[config.mk]
export PLATFORM = sky130hd
export DESIGN_NAME = sps_top
export DESIGN_NICKNAME = d
export VERILOG_FILES = /design/src/rtl/sps_pkg.sv /design/src/rtl/sps_sync.sv /design/src/rtl/sps_shifter.sv /design/src/rtl/sps_top.sv
export SDC_FILE = /design/constraint.sdc
export NUM_CORES = 1
export LEC_CHECK = 0
export ABC_AREA = 1
export BUFFER_PORTS_ARGS = -buffer_cell sky130_fd_sc_hd__buf_2
export CORE_UTILIZATION = 55
export CTS_BUF_LIST = sky130_fd_sc_hd__clkbuf_4 sky130_fd_sc_hd__clkbuf_8
export DETAILED_ROUTE_END_ITERATION = 10
export GPL_ROUTABILITY_DRIVEN = 0
export GPL_TIMING_DRIVEN = 0
export PLACE_DENSITY_LB_ADDON = 0.08
export SLEW_MARGIN = 20
export SYNTH_ARGS = -nofsm -noshare
export SYNTH_HDL_FRONTEND = slang
export SYNTH_HIERARCHICAL = 1
export SYNTH_SLANG_ARGS = --single-unit
export TNS_END_PERCENT = 30
[constraint.sdc]
create_clock -name clk_sys -period 2.9 [get_ports clk_sys]
set_input_delay 0.29 -clock clk_sys [delete_from_list [all_inputs] [get_ports clk_sys]]
set_output_delay 0.29 -clock clk_sys [all_outputs]
set_load 0.05 [all_outputs]
[src/rtl/sps_pkg.sv]
// Shared constants and types of the serial port select block
package sps_pkg;
  localparam int          APB_ADDR_W   = 8;
  localparam int          APB_DATA_W   = 32;
  localparam int          BYTE_W       = 8;
  localparam int          BIT_CNT_W    = 4;
  localparam int          HALF_W       = 5;

  localparam logic [APB_ADDR_W-1:0] REG_CTRL   = 8'h00;
  localparam logic [APB_ADDR_W-1:0] REG_DATA   = 8'h04;
  localparam logic [APB_ADDR_W-1:0] REG_STATUS = 8'h08;
  localparam logic [APB_ADDR_W-1:0] REG_CLEAR  = 8'h0c;
  localparam logic [APB_ADDR_W-1:0] REG_INTEN  = 8'h10;

  localparam logic [1:0]  SEL_3WIRE    = 2'h0;
  localparam logic [1:0]  SEL_INPUT    = 2'h1;

  localparam logic [BIT_CNT_W-1:0] BITS_PER_BYTE = 4'h8;

  // Serial clock half period, a least time
  localparam int          SCK_HALF_NS  = 64;
  localparam int          CLK_PERIOD_NS = 4;
  localparam int          SCK_HALF_CYC = (SCK_HALF_NS + CLK_PERIOD_NS - 1) / CLK_PERIOD_NS;
  localparam logic [HALF_W-1:0] SCK_HALF_LAST = HALF_W'(SCK_HALF_CYC - 1);

  typedef struct packed {
    logic [1:0] selectModeField;
    logic       masterEnableBit;
    logic       portEnableBit;
  } sps_ctrl_t;

  localparam int          CTRL_W       = 4;
  localparam sps_ctrl_t   CTRL_RESET   = 4'h4;

  typedef struct packed {
    logic modeFaultFlag;
    logic xferDone;
  } sps_status_t;

  localparam int          STATUS_W     = 2;
  localparam sps_status_t STATUS_RESET = 2'h0;
endpackage

[src/rtl/sps_sync.sv]
// Two-flop pin synchroniser with a delayed copy for edge finding
module sps_sync #(
  parameter int W = 1
) (
  input  wire logic         clk_sys,
  input  wire logic         reset,
  input  wire logic [W-1:0] din,
  output logic      [W-1:0] dout,
  output logic      [W-1:0] doutPrev
);
  logic [W-1:0] stage1;

  always_ff @(posedge clk_sys or posedge reset) begin
    if (reset) begin
      stage1   <= '0;
      dout     <= '0;
      doutPrev <= '0;
    end else begin
      stage1   <= din;
      dout     <= stage1;
      doutPrev <= dout;
    end
  end
endmodule

[src/rtl/sps_shifter.sv]
// Byte shift register, most significant bit first
module sps_shifter #(
  parameter int W = 8
) (
  input  wire logic         clk_sys,
  input  wire logic         reset,
  input  wire logic         load,
  input  wire logic [W-1:0] loadData,
  input  wire logic         shift,
  input  wire logic         shiftIn,
  output logic      [W-1:0] data
);
  always_ff @(posedge clk_sys or posedge reset) begin
    if (reset) begin
      data <= '0;
    end else if (load) begin
      data <= loadData;
    end else if (shift) begin
      data <= {data[W-2:0], shiftIn};
    end
  end
endmodule

[src/rtl/sps_top.sv]
// Serial port with select-line modes and APB registers
//
// Operation
// - Master drives MOSI, slave receives it
// - Master receives MISO, slave drives it
// - Both lines shift most significant bit first
// - Master MOSI comes from shifter top bit
// - MISO released when disabled or unselected
// - Three-wire slave always drives MISO top bit
// - Master makes SCK, slave takes it
// - Unselected four-wire slave ignores SCK
// - Mode 00: three-wire, slave always selected
// - Mode 01: select line is input
// - Select fall disables master in mode 01
// - Mode 1x: select outputs lower mode bit
// - Select routed to pin except mode 00
// - Fault clears both enables, sets fault flag
// - Slave active while select low, fall resets
//
// The APB interface to the registers and the register offsets were left to the implementer.
module sps_top
  import sps_pkg::*;
(
  input  wire logic                  clk_sys,
  input  wire logic                  reset,
  input  wire logic                  psel,
  input  wire logic                  penable,
  input  wire logic                  pwrite,
  input  wire logic [APB_ADDR_W-1:0] paddr,
  input  wire logic [APB_DATA_W-1:0] pwdata,
  output logic      [APB_DATA_W-1:0] prdata,
  output logic                       pready,
  output logic                       pslverr,
  output logic                       irq,
  input  wire logic                  sckIn,
  output logic                       sckOut,
  output logic                       sckOe,
  input  wire logic                  mosiIn,
  output logic                       mosiOut,
  output logic                       mosiOe,
  input  wire logic                  misoIn,
  output logic                       misoOut,
  output logic                       misoOe,
  input  wire logic                  slaveSelectLineIn,
  output logic                       slaveSelectLineOut,
  output logic                       slaveSelectLineOe,
  output logic                       slaveSelectRouted
);
  sps_ctrl_t               ctrl;
  sps_status_t             status;
  sps_status_t             intEnable;
  logic [BYTE_W-1:0]       rxData;
  logic [BYTE_W-1:0]       shiftData;
  logic [BIT_CNT_W-1:0]    bitCnt;
  logic [HALF_W-1:0]       halfCnt;
  logic                    busy;
  logic                    sckLevel;
  logic                    sampled;
  logic [3:0]              pinSync;
  logic [3:0]              pinPrev;

  // Pin synchronisers: sck, mosi, miso, select
  sps_sync #(
    .W (4)
  ) u_sync (
    .clk_sys  (clk_sys),
    .reset    (reset),
    .din      ({sckIn, mosiIn, misoIn, slaveSelectLineIn}),
    .dout     (pinSync),
    .doutPrev (pinPrev)
  );

  wire sckS      = pinSync[3];
  wire mosiS     = pinSync[2];
  wire misoS     = pinSync[1];
  wire selS      = pinSync[0];
  wire sckRise   = sckS && !pinPrev[3];
  wire sckFall   = !sckS && pinPrev[3];
  wire selFall   = !selS && pinPrev[0];

  // APB decode
  wire apbAccess = psel && penable;
  wire apbWrite  = apbAccess && pwrite;
  wire hitCtrl   = paddr == REG_CTRL;
  wire hitData   = paddr == REG_DATA;
  wire hitStatus = paddr == REG_STATUS;
  wire hitClear  = paddr == REG_CLEAR;
  wire hitInten  = paddr == REG_INTEN;
  wire hitAny    = hitCtrl || hitData || hitStatus || hitClear || hitInten;
  wire ctrlWr    = apbWrite && hitCtrl;
  wire dataWr    = apbWrite && hitData;
  wire clearWr   = apbWrite && hitClear;
  wire intenWr   = apbWrite && hitInten;

  // Role and selection
  wire isMaster   = ctrl.portEnableBit && ctrl.masterEnableBit;
  wire isSlave    = ctrl.portEnableBit && !ctrl.masterEnableBit;
  wire fourWireIn = ctrl.selectModeField == SEL_INPUT;
  wire slaveSel   = isSlave && !(fourWireIn && selS);

  // Engine timing
  wire halfDone  = halfCnt == SCK_HALF_LAST;
  wire mRise     = isMaster && busy && halfDone && !sckLevel;
  wire mFall     = isMaster && busy && halfDone && sckLevel;
  wire sRise     = slaveSel && sckRise;
  wire sFall     = slaveSel && sckFall;
  wire edgeRise  = mRise || sRise;
  wire edgeFall  = mFall || sFall;
  wire lastBit   = bitCnt == BITS_PER_BYTE;
  wire xferDone  = edgeFall && lastBit;
  wire idle      = !busy && bitCnt == '0;
  wire loadTx    = dataWr && ctrl.portEnableBit && idle;
  wire faultEvt  = isMaster && fourWireIn && selFall;
  wire sampleIn  = isMaster ? misoS : mosiS;

  wire [BYTE_W-1:0] shiftedByte = {shiftData[BYTE_W-2:0], sampled};

  sps_shifter #(
    .W (BYTE_W)
  ) u_shift (
    .clk_sys  (clk_sys),
    .reset    (reset),
    .load     (loadTx),
    .loadData (pwdata[BYTE_W-1:0]),
    .shift    (edgeFall),
    .shiftIn  (sampled),
    .data     (shiftData)
  );

  // Control register
  always_ff @(posedge clk_sys or posedge reset) begin
    if (reset) begin
      ctrl <= CTRL_RESET;
    end else if (faultEvt) begin
      ctrl.masterEnableBit <= 1'b0;
      ctrl.portEnableBit   <= 1'b0;
    end else if (ctrlWr) begin
      ctrl <= sps_ctrl_t'(pwdata[CTRL_W-1:0]);
    end
  end

  // Sticky status, set wins over clear
  wire [STATUS_W-1:0] statusSet = {faultEvt, xferDone};
  wire [STATUS_W-1:0] statusClr = clearWr ? pwdata[STATUS_W-1:0] : '0;

  always_ff @(posedge clk_sys or posedge reset) begin
    if (reset) begin
      status <= STATUS_RESET;
    end else begin
      status <= sps_status_t'((status & ~statusClr) | statusSet);
    end
  end

  always_ff @(posedge clk_sys or posedge reset) begin
    if (reset) begin
      intEnable <= STATUS_RESET;
    end else if (intenWr) begin
      intEnable <= sps_status_t'(pwdata[STATUS_W-1:0]);
    end
  end

  assign irq = |(status & intEnable);

  // Bit counter
  always_ff @(posedge clk_sys or posedge reset) begin
    if (reset) begin
      bitCnt <= '0;
    end else if (!ctrl.portEnableBit) begin
      bitCnt <= '0;
    end else if (isSlave && fourWireIn && selFall) begin
      bitCnt <= '0;
    end else if (edgeRise) begin
      bitCnt <= bitCnt + 1'b1;
    end else if (xferDone) begin
      bitCnt <= '0;
    end
  end

  // Master sequencing
  always_ff @(posedge clk_sys or posedge reset) begin
    if (reset) begin
      busy <= 1'b0;
    end else if (!isMaster || xferDone) begin
      busy <= 1'b0;
    end else if (loadTx) begin
      busy <= 1'b1;
    end
  end

  always_ff @(posedge clk_sys or posedge reset) begin
    if (reset) begin
      halfCnt <= '0;
    end else if (!busy || halfDone) begin
      halfCnt <= '0;
    end else begin
      halfCnt <= halfCnt + 1'b1;
    end
  end

  always_ff @(posedge clk_sys or posedge reset) begin
    if (reset) begin
      sckLevel <= 1'b0;
    end else if (!busy || !isMaster) begin
      sckLevel <= 1'b0;
    end else if (halfDone) begin
      sckLevel <= !sckLevel;
    end
  end

  always_ff @(posedge clk_sys or posedge reset) begin
    if (reset) begin
      sampled <= 1'b0;
    end else if (edgeRise) begin
      sampled <= sampleIn;
    end
  end

  always_ff @(posedge clk_sys or posedge reset) begin
    if (reset) begin
      rxData <= '0;
    end else if (xferDone) begin
      rxData <= shiftedByte;
    end
  end

  // Read mux, zero wait
  assign pready  = 1'b1;
  assign pslverr = psel && penable && !hitAny;
  assign prdata  = hitCtrl   ? APB_DATA_W'(ctrl) :
                   hitData   ? APB_DATA_W'(rxData) :
                   hitStatus ? APB_DATA_W'(status) :
                   hitInten  ? APB_DATA_W'(intEnable) : '0;

  assign mosiOut = shiftData[BYTE_W-1];
  assign mosiOe  = isMaster;
  assign misoOut = shiftData[BYTE_W-1];
  assign misoOe  = slaveSel;
  assign sckOut  = sckLevel;
  assign sckOe   = isMaster;
  assign slaveSelectLineOut = ctrl.selectModeField[0];
  assign slaveSelectLineOe  = ctrl.selectModeField[1];
  assign slaveSelectRouted  = ctrl.selectModeField != SEL_3WIRE;
endmodule

==> results of run 1 <==
state kept, by name, indices dropped and copies added (netlist names):
name / cells
slaveSelectLineOe: 1
sampled: 1
u_shift/data: 8
ctrl: 2
sckOut: 1
slaveSelectLineOut: 1
bitCnt: 4
u_sync/stage1: 4
u_sync/dout: 4
intEnable: 2
status: 2
halfCnt: 5
busy: 1
rxData: 8
u_sync/doutPrev: 2
path summary, 6_finish.rpt:
| check | cells past startpoint | from | to |
|---|---|---|---|
| hold / removal | 1 | mosiIn | u_sync/stage1[2]$_DFF_PP0_ |
| setup / recovery | 12 | halfCnt[0]$_DFF_PP0_ | u_shift/data[1]$_DFFE_PP0P_ |
| hold reg to reg | 0 | u_sync/stage1[3]$_DFF_PP0_ | u_sync/dout[3]$_DFF_PP0_ |
| setup reg to reg | 12 | halfCnt[0]$_DFF_PP0_ | u_shift/data[1]$_DFFE_PP0P_ |
| min in group asynchronous | 3 | reset | u_shift/data[0]$_DFFE_PP0P_ |
| max in group asynchronous | 3 | reset | rxData[7]$_DFFE_PP0P_ |
per-stage QoR:
step	instances	cell area (µm²)	hold WS [ns]	util, %	power [W]
after floorplan	319	2530	0.106	-	0.000801
after global placement	412	2810	0.281	67.7	0.000830
after CTS	421	2960	0.0794	71.4	0.00141
final	421	2960	0.0841	71.4	0.00141
after global routing	421	2960	0.0732	71.4	0.00145
after detailed placement	412	2810	0.281	67.7	0.000832
timing repair:
| action | 4_1_cts | 5_1_grt |
|---|---|---|
| endpoints found under the setup margin | 0 | 0 |
| hold endpoints to repair | 18 | 0 |
| hold buffers | 1 | 0 |
cell type report:
class	count	area [µm²]	share of cell area, %
Buffer	31	238	8.03
Clock buffer	6	82.6	2.79
Clock inverter	2	60.1	2.03
Inverter	41	154	5.20
Multi-Input combinational cell	201	985	33.3
Sequential cell	46	1150	38.9
Tap cell	50	62.6	2.11
Timing Repair Buffer	44	225	7.61
critical path: stages (launching register included):
cell and delay (ns):
dfrtp_1 0.40, ha_1 0.22, nand2_1 0.08, nor2_1 0.04, ha_1 0.18, nand2_1 0.08, nor2_2 0.04, nand2_2 0.07
nand2_4 0.08, buf_4 0.18, nor2_4 0.17, nand2_1 0.09, nand3_1 0.08
power groups by stage:
stage | sequential, W | combinational, W | clock [W]
3_5_place_dp | 0.000670 | 0.000162 | 0
4_1_cts | 0.000657 | 0.000163 | 0.000591
5_1_grt | 0.000658 | 0.000177 | 0.000616
6_report | 0.000657 | 0.000164 | 0.000586
2_1_floorplan | 0.000669 | 0.000132 | 0
3_3_place_gp | 0.000669 | 0.000161 | 0
layer usage:
layer / up-vias / wire length (µm) / global-route usage (%)
li1: 1032 / - / -
met1: 889 / 2150 / 26.3
met2: 58 / 2450 / 41.8
met3: 6 / 258 / 5.26
met4: 0 / 72 / 8.59
met5: - / 0 / 0
==> metrics.yaml, run 1 <==
outcome:
  outcome: "completed"
finish:
  final_nets: 423
  nFillCells: 350
  antenna_cells: 0
  final_common_cell: "nand2_1"
  most-common-layout-cells: "nand2_1 (57), dfrtp_1 (45), buf_2 (44), nand3_1 (42), inv_1 (38)"
  areaGrowthSynthToFinish_pct: 21.2
  post_route_cells_drive_above_1_share_pct: 27.5
global_routing:
  grt_usage_pct: 23.1
  grt_max_degree: 29
  grt_pass1_wl_mm: 7.65
  grt_overflow: 0
  grt_pass1_vias: 1782
  antenna_found_initial: 0
clock_tree:
  root_buffer: "clkbuf_8"
  cts_buffer_depth: 2
  cts.sinks: 46
  insertion_delay_ns: 0.31
  post_cts_buffers: 0
  cts_tree: "done"
  htreeDepth: 2
  cts_resized: 0
  clk_pin_slew_ns: 0.08
  numCtsBuffers: 5
timing:
  maxSlewHeadroom_pct: 60.0
  tns_ns: 0
  skew_ns: 0.00341
  maxSlewViolCount: 0
  post-route-worst-setup-slack_ns: 1.12
  finalCritPeriodShare_pct: 61.5
  rsz0062_at_grt: "false"
  tightest_slew_ns: 0.599
  finalSetupViolations: 0
  period_minus_slack_ns: 1.78
  timing.fmax_mhz: 561
  hold_viol_final: 0
place:
  port_buffers: 43
  hpwl_mm: 3.71
  dp_worst_setup_slack_ns: 1.11
detailed_routing:
  postRouteAntennaNets: 0
  routed_wl_mm: 4.94
  vias: 1985
  detail_route.iter0.violations: 93
  drc_errors: 0
  drt_pass1_iterations: 4
  vias_per_cell: 4.71
  wl_per_cell_um: 11.7
job:
  cap_violations: 0
die:
  die_x_um: 68.6
  core_um2: 4140
  fp.dieH_um: 68.6
  start_util_pct: 58.9
  die-area_um2: 4710
  num_rows: 23
  io_pins: 93
setup_path:
  worst-r2r-setup-slack_ns: 1.12
  worstSetupPathType: "reg -> reg"
  path_max_fanout: 9
  cp.arrival_ns: 2.03
  cp.required_ns: 3.14
  cp-start-kind: "flop"
  end_kind: "flop"
synth:
  yosysWarnings: 6
  synth_area_um2: 2440
  syn-mean-instance-area_um2: 8.25
  synthCells: 296
pwr:
  clkPwrFrac_pct: 41.7
  leakage_nw: 1.66
  switching_share_pct: 24.5
  seq_power_share_pct: 46.7
  p_comb_share_pct: 11.6
  peakVddDrop_v: 0.000418
  internal_power_w: 0.00106
  power_density_nw_per_um2: 475
  netSwitchingPower_w: 0.000344
min_path:
  hold_path.class: "in -> reg"
No activity file was read; power rests on OpenSTA's default activity.
==> inputs of run 2 (changes only) <==
Settings changed: ABC_AREA 1 to 0, CORE_UTILIZATION 55 to 46.
Clock period 2.9 ns to 1.4 ns, I/O delays scaled along.
==> run 2 against run 1 <==
The run now ends with setup timing left. Final area rose by 16%. Count of clock-buffer cells in the layout did not move. Setup slack got worse by 1.6 ns. Die area rose by 21%. Via count fell by 5.6%. Worst hold slack got worse by 0.032 ns. Core utilization fell by 4.3 points. Global-route usage fell by 3.2 points. Clock power rose by 110%. Largest cell class is now multi-input combinational cells.
==> metrics.yaml, run 2 <==
setup_path:
  end_kind: "flop"
  r2r_cells: 8
  cp-start-kind: "flop"
  cp.arrival_ns: 2.10
  worstSetupPathType: "reg -> reg"
  cp.required_ns: 1.58
  worst-r2r-setup-slack_ns: -0.51
  path_max_fanout: 5
min_path:
  hold_path.class: "in -> reg"
  whs_path_depth: 3
global_routing:
  grt_usage_pct: 19.9
  grt_pass1_wl_mm: 8.30
  grt_pass1_vias: 1777
  grt_max_degree: 29
  grt_overflow: 0
  antenna_found_initial: 0
pwr:
  power_density_nw_per_um2: 861
  leakage_nw: 1.68
  peakVddDrop_v: 0.000724
clock_tree:
  cts_tree: "done"
  insertion_delay_ns: 0.30
  root_buffer: "clkbuf_8"
  htreeDepth: 2
  numCtsBuffers: 5
  cts.sinks: 46
  clk_pin_slew_ns: 0.09
  cts_buffer_depth: 2
job:
  cap_violations: 0
die:
  fp.dieH_um: 75.4
  num_rows: 26
  io_pins: 93
  die_x_um: 75.4
  die-area_um2: 5690
  core_um2: 5140
  start_util_pct: 48.2
finish:
  most-common-layout-cells: "buf_4 (43), dfrtp_1 (42), buf_2 (32), conb_1 (25), buf_6 (16)"
  design_area_um2: 3450
  antenna_cells: 0
  finalNonFillerCells: 390
  utilization_pct: 67.1
  reg_top3: "rxData (8), u_shift/data (8), halfCnt (5)"
  final_nets: 372
  final_common_cell: "buf_4"
  post_route_cells_drive_above_1_share_pct: 45.9
  nFillCells: 435
  areaGrowthSynthToFinish_pct: 39.0
detailed_routing:
  vias: 1873
  drt_pass1_iterations: 4
  vias_per_cell: 4.80
  postRouteAntennaNets: 0
  drc_errors: 0
  detail_route.iter0.violations: 82
  routed_wl_mm: 5.28
  wl_per_cell_um: 13.5
synth:
  syn-mean-instance-area_um2: 11.0
  synthCells: 226
  yosysWarnings: 6
  synth_area_um2: 2480
outcome:
  violations: "setup timing"
  outcome: "complete, but fails checks"
timing:
  tightest_slew_ns: 0.609
  post-route-worst-setup-slack_ns: -0.515
  skew_ns: 0.0117
  timing.fmax_mhz: 522
  finalCritPeriodShare_pct: 137
  finalSetupViolations: 32
  maxSlewViolCount: 0
  maxSlewHeadroom_pct: 59.3
  period_minus_slack_ns: 1.91
  hold_slack_ns: 0.0517
  rsz0062_at_grt: "true"
  hold_viol_final: 0
place:
  hpwl_mm: 3.57
  dp.cells: 361
  detailed_place.area_um2: 2950
  port_buffers: 42
[run 2: per-stage QoR]
step                      setup TNS (ns)  total power, W  setup slack [ns]
after CTS                         -11.56         0.00298            -0.545
final                             -11.10         0.00297            -0.515
after global placement            -12.47         0.00175            -0.556
after floorplan                    -9.22         0.00168            -0.461
after global routing              -13.61         0.00307            -0.578
after detailed placement          -12.79         0.00175            -0.559
[run 2: worst paths after layout]
path                                             from                     endpoint
max                              halfCnt[1]$_DFF_PP0_        rxData[7]$_DFFE_PP0P_
min                                         pwdata[5]  u_shift/data[5]$_DFFE_PP0P_
max reg2reg                      halfCnt[1]$_DFF_PP0_        rxData[7]$_DFFE_PP0P_
min reg2reg                u_sync/stage1[0]$_DFF_PP0_     u_sync/dout[0]$_DFF_PP0_
max in group asynchronous                       reset          ctrl[1]$_DFFE_PP0P_
min in group asynchronous                       reset  u_shift/data[5]$_DFFE_PP0P_
[run 2: what timing repair did]
action	CTS	global route
endpoints found under the hold margin	49	0
pin swaps	15	7
setup buffers	12	4
setup endpoints to repair	37	42
gates cloned	1	0
hold buffers	5	0
resized for setup	45	11
[run 2: where the power goes]
| part | internal [W] | switching [W] | total, W | leakage, nW |
|---|---|---|---|---|
| clock | 0.000761 | 0.000454 | 0.00122 | 0.0714 |
| sequential | 0.00135 | 0.0000176 | 0.00137 | 0.564 |
| combinational | 0.000119 | 0.000265 | 0.000383 | 1.05 |
[run 2: metal layers]
layer	global-route usage (%)	share of wire (%)	vias up
met2	34.3	49	61
met1	26.2	46	884
met4	4.32	0.93	0
met3	3.97	4.5	5
met5	0	0	-
li1	-	-	923
[run 2: worst max-delay path, cell delays in order, from the launching register on]
cell,delay (ns)
dfrtp_1,0.39
ha_2,0.19
and3_4,0.18
ha_4,0.15
and4_4,0.18
a22oi_4,0.20
nor2_4,0.07
buf_6,0.15
mux2_4,0.29
[run 2: cell type report]
class / instances / area [µm²] / area share, %
plain buffers: 34 / 273 / 7.91
clock buffers: 6 / 82.6 / 2.40
clock inverters: 2 / 60.1 / 1.74
inverters: 10 / 40.0 / 1.16
multi-input cells: 158 / 1290 / 37.4
flip-flops and latches: 46 / 1160 / 33.5
well taps: 70 / 87.6 / 2.54
repair buffers: 64 / 460 / 13.4
==> inputs of run 3 (changes only) <==
Settings changed: BUFFER_PORTS_ARGS -buffer_cell sky130_fd_sc_hd__buf_2 to not set, CORE_UTILIZATION 46 to 59, DONT_BUFFER_PORTS set to 1.
==> run 3 against run 2 <==
The run still ends with setup timing left. Count of clock-buffer cells in the layout stayed put. Setup slack worse by 0.049 ns. Final area is 6.4% lower. Worst hold slack worse by 0.034 ns. Largest cell class unchanged. Highest routed layer unchanged.
==> metrics.yaml, run 3 (synthesis gave the netlist of run 2 again) <==
clock_tree:
  clk_pin_slew_ns: 0.09
  cts_buffer_depth: 2
  cts.sinks: 46
  insertion_delay_ns: 0.31
  htreeDepth: 2
  numCtsBuffers: 5
  root_buffer: "clkbuf_8"
  cts_tree: "done"
timing:
  maxSlewHeadroom_pct: 58.1
  hold_slack_ns: 0.0175
  skew_ns: 0.0119
  period_minus_slack_ns: 1.96
  post-route-worst-setup-slack_ns: -0.564
  hold_viol_final: 0
  maxSlewViolCount: 0
  rsz0062_at_grt: "true"
  finalCritPeriodShare_pct: 140
  timing.fmax_mhz: 509
  finalSetupViolations: 36
  tightest_slew_ns: 0.629
setup_path:
  r2r-start: "halfCnt[0]$_DFF_PP0_"
  path_max_fanout: 5
  worst-r2r-setup-slack_ns: -0.56
  critPathLaunch: "halfCnt[0]$_DFF_PP0_"
  worstSetupPathType: "reg -> reg"
  cp.required_ns: 1.60
  cp.arrival_ns: 2.16
  r2r_cells: 8
  crit_end: "rxData[4]$_DFFE_PP0P_"
  r2r_end: "rxData[4]$_DFFE_PP0P_"
  cp-start-kind: "flop"
  end_kind: "flop"
detailed_routing:
  vias: 1773
  detail_route.iter0.violations: 95
  drc_errors: 0
  wl_per_cell_um: 15.9
  vias_per_cell: 5.36
  postRouteAntennaNets: 0
  routed_wl_mm: 5.25
  drt_pass1_iterations: 4
die:
  core_um2: 4030
  num_rows: 23
  fp.dieH_um: 66.8
  start_util_pct: 61.6
  io_pins: 93
  die_x_um: 66.8
  die-area_um2: 4470
finish:
  areaGrowthSynthToFinish_pct: 30.1
  post_route_cells_drive_above_1_share_pct: 37.4
  reg_top3: "rxData (8), u_shift/data (8), halfCnt (5)"
  finalNonFillerCells: 331
  utilization_pct: 80.1
  antenna_cells: 0
  nFillCells: 233
  most-common-layout-cells: "dfrtp_1 (41), buf_4 (34), conb_1 (25), dlygate4sd3_1 (14), mux2i_1 (13)"
  final_nets: 333
  final_common_cell: "dfrtp_1"
global_routing:
  grt_pass1_wl_mm: 8.03
  grt_pass1_vias: 1634
  grt_usage_pct: 25.2
  antenna_found_initial: 0
  grt_overflow: 0
  grt_max_degree: 29
min_path:
  hold_path.class: "in -> reg"
pwr:
  peakVddDrop_v: 0.000819
  total_power_w: 0.00274
  power_density_nw_per_um2: 848
  leakage_nw: 1.48
job:
  cap_violations: 0
place:
  dp.cells: 299
  hpwl_mm: 3.30
  port_buffers: 0
outcome:
  violations: "setup timing"
  outcome: "complete, but fails checks"
==> run 3: cell count changes in the layout (fill, tap and decap cells not counted), sizes merged <==
cell / change
bufinv: -1
clkinvlp: +1
dlygate4sd3: +9
buf: -49
clkbuf: +1
==> run 3: area by class of cell <==
| cell class | count | area [µm²] | share of cell area [%] |
|---|---|---|---|
| plain buffers | 35 | 298 | 9.23 |
| clock buffers | 6 | 76.3 | 2.37 |
| clock inverters | 2 | 37.5 | 1.16 |
| inverters | 10 | 37.5 | 1.16 |
| multi-input cells | 158 | 1320 | 40.8 |
| flip-flops and latches | 46 | 1160 | 36.1 |
| well taps | 50 | 62.6 | 1.94 |
| repair buffers | 24 | 236 | 7.33 |
==> run 3: metrics by stage <==
stage	worst slack (ns)	TNS [ns]	cell area, µm²
finish	-0.564	-13.44	3230
floorplan	-0.461	-9.22	2650
detailed placement	-0.602	-13.95	2720
global placement	-0.579	-13.39	2720
global route	-0.619	-15.96	3230
CTS	-0.537	-13.01	3130
==> run 3: per-layer routing <==
metal / track usage [%] / part of all wire, % / vias up
li1: - / - / 841
met1: 32.1 / 43 / 854
met2: 42.2 / 50 / 71
met3: 6.68 / 6.2 / 7
met4: 6.38 / 1.1 / 0
met5: 0 / 0 / -
==> run 3: what timing repair did <==
action	in CTS	in global routing
setup endpoints to repair	40	46
gates cloned	0	1
resized for setup	35	12
endpoints found under the hold margin	34	27
pin swaps	6	5
hold buffers	13	1
setup buffers	5	4
==> run 3: report_power, final <==
part           internal [W]  switching [W]
combinational      0.000112       0.000243
sequential          0.00135      0.0000222
clock              0.000552       0.000455
==> run 3: how the worst min path moves through the flow <==
stage                     slack, ns  cells after the start       from                           to
final                          0.02                      2  pwdata[1]          ctrl[1]$_DFFE_PP0P_
after floorplan               -0.04                      1      reset  u_shift/data[0]$_DFFE_PP0P_
after global placement        -0.01                      1      reset  u_shift/data[0]$_DFFE_PP0P_
after CTS                      0.03                      2  pwdata[1]          ctrl[1]$_DFFE_PP0P_
after detailed placement      -0.01                      1      reset  u_shift/data[1]$_DFFE_PP0P_
after global routing           0.02                      2  pwdata[0]          ctrl[0]$_DFFE_PP0P_
==> run 3: critical path: stages, from the launching register on <==
cell       delay, ns
dfrtp_1         0.36
ha_2            0.19
and3_4          0.20
ha_4            0.14
and4_4          0.24
a22oi_4         0.08
nor2_4          0.18
clkbuf_16       0.17
mux2_4          0.29
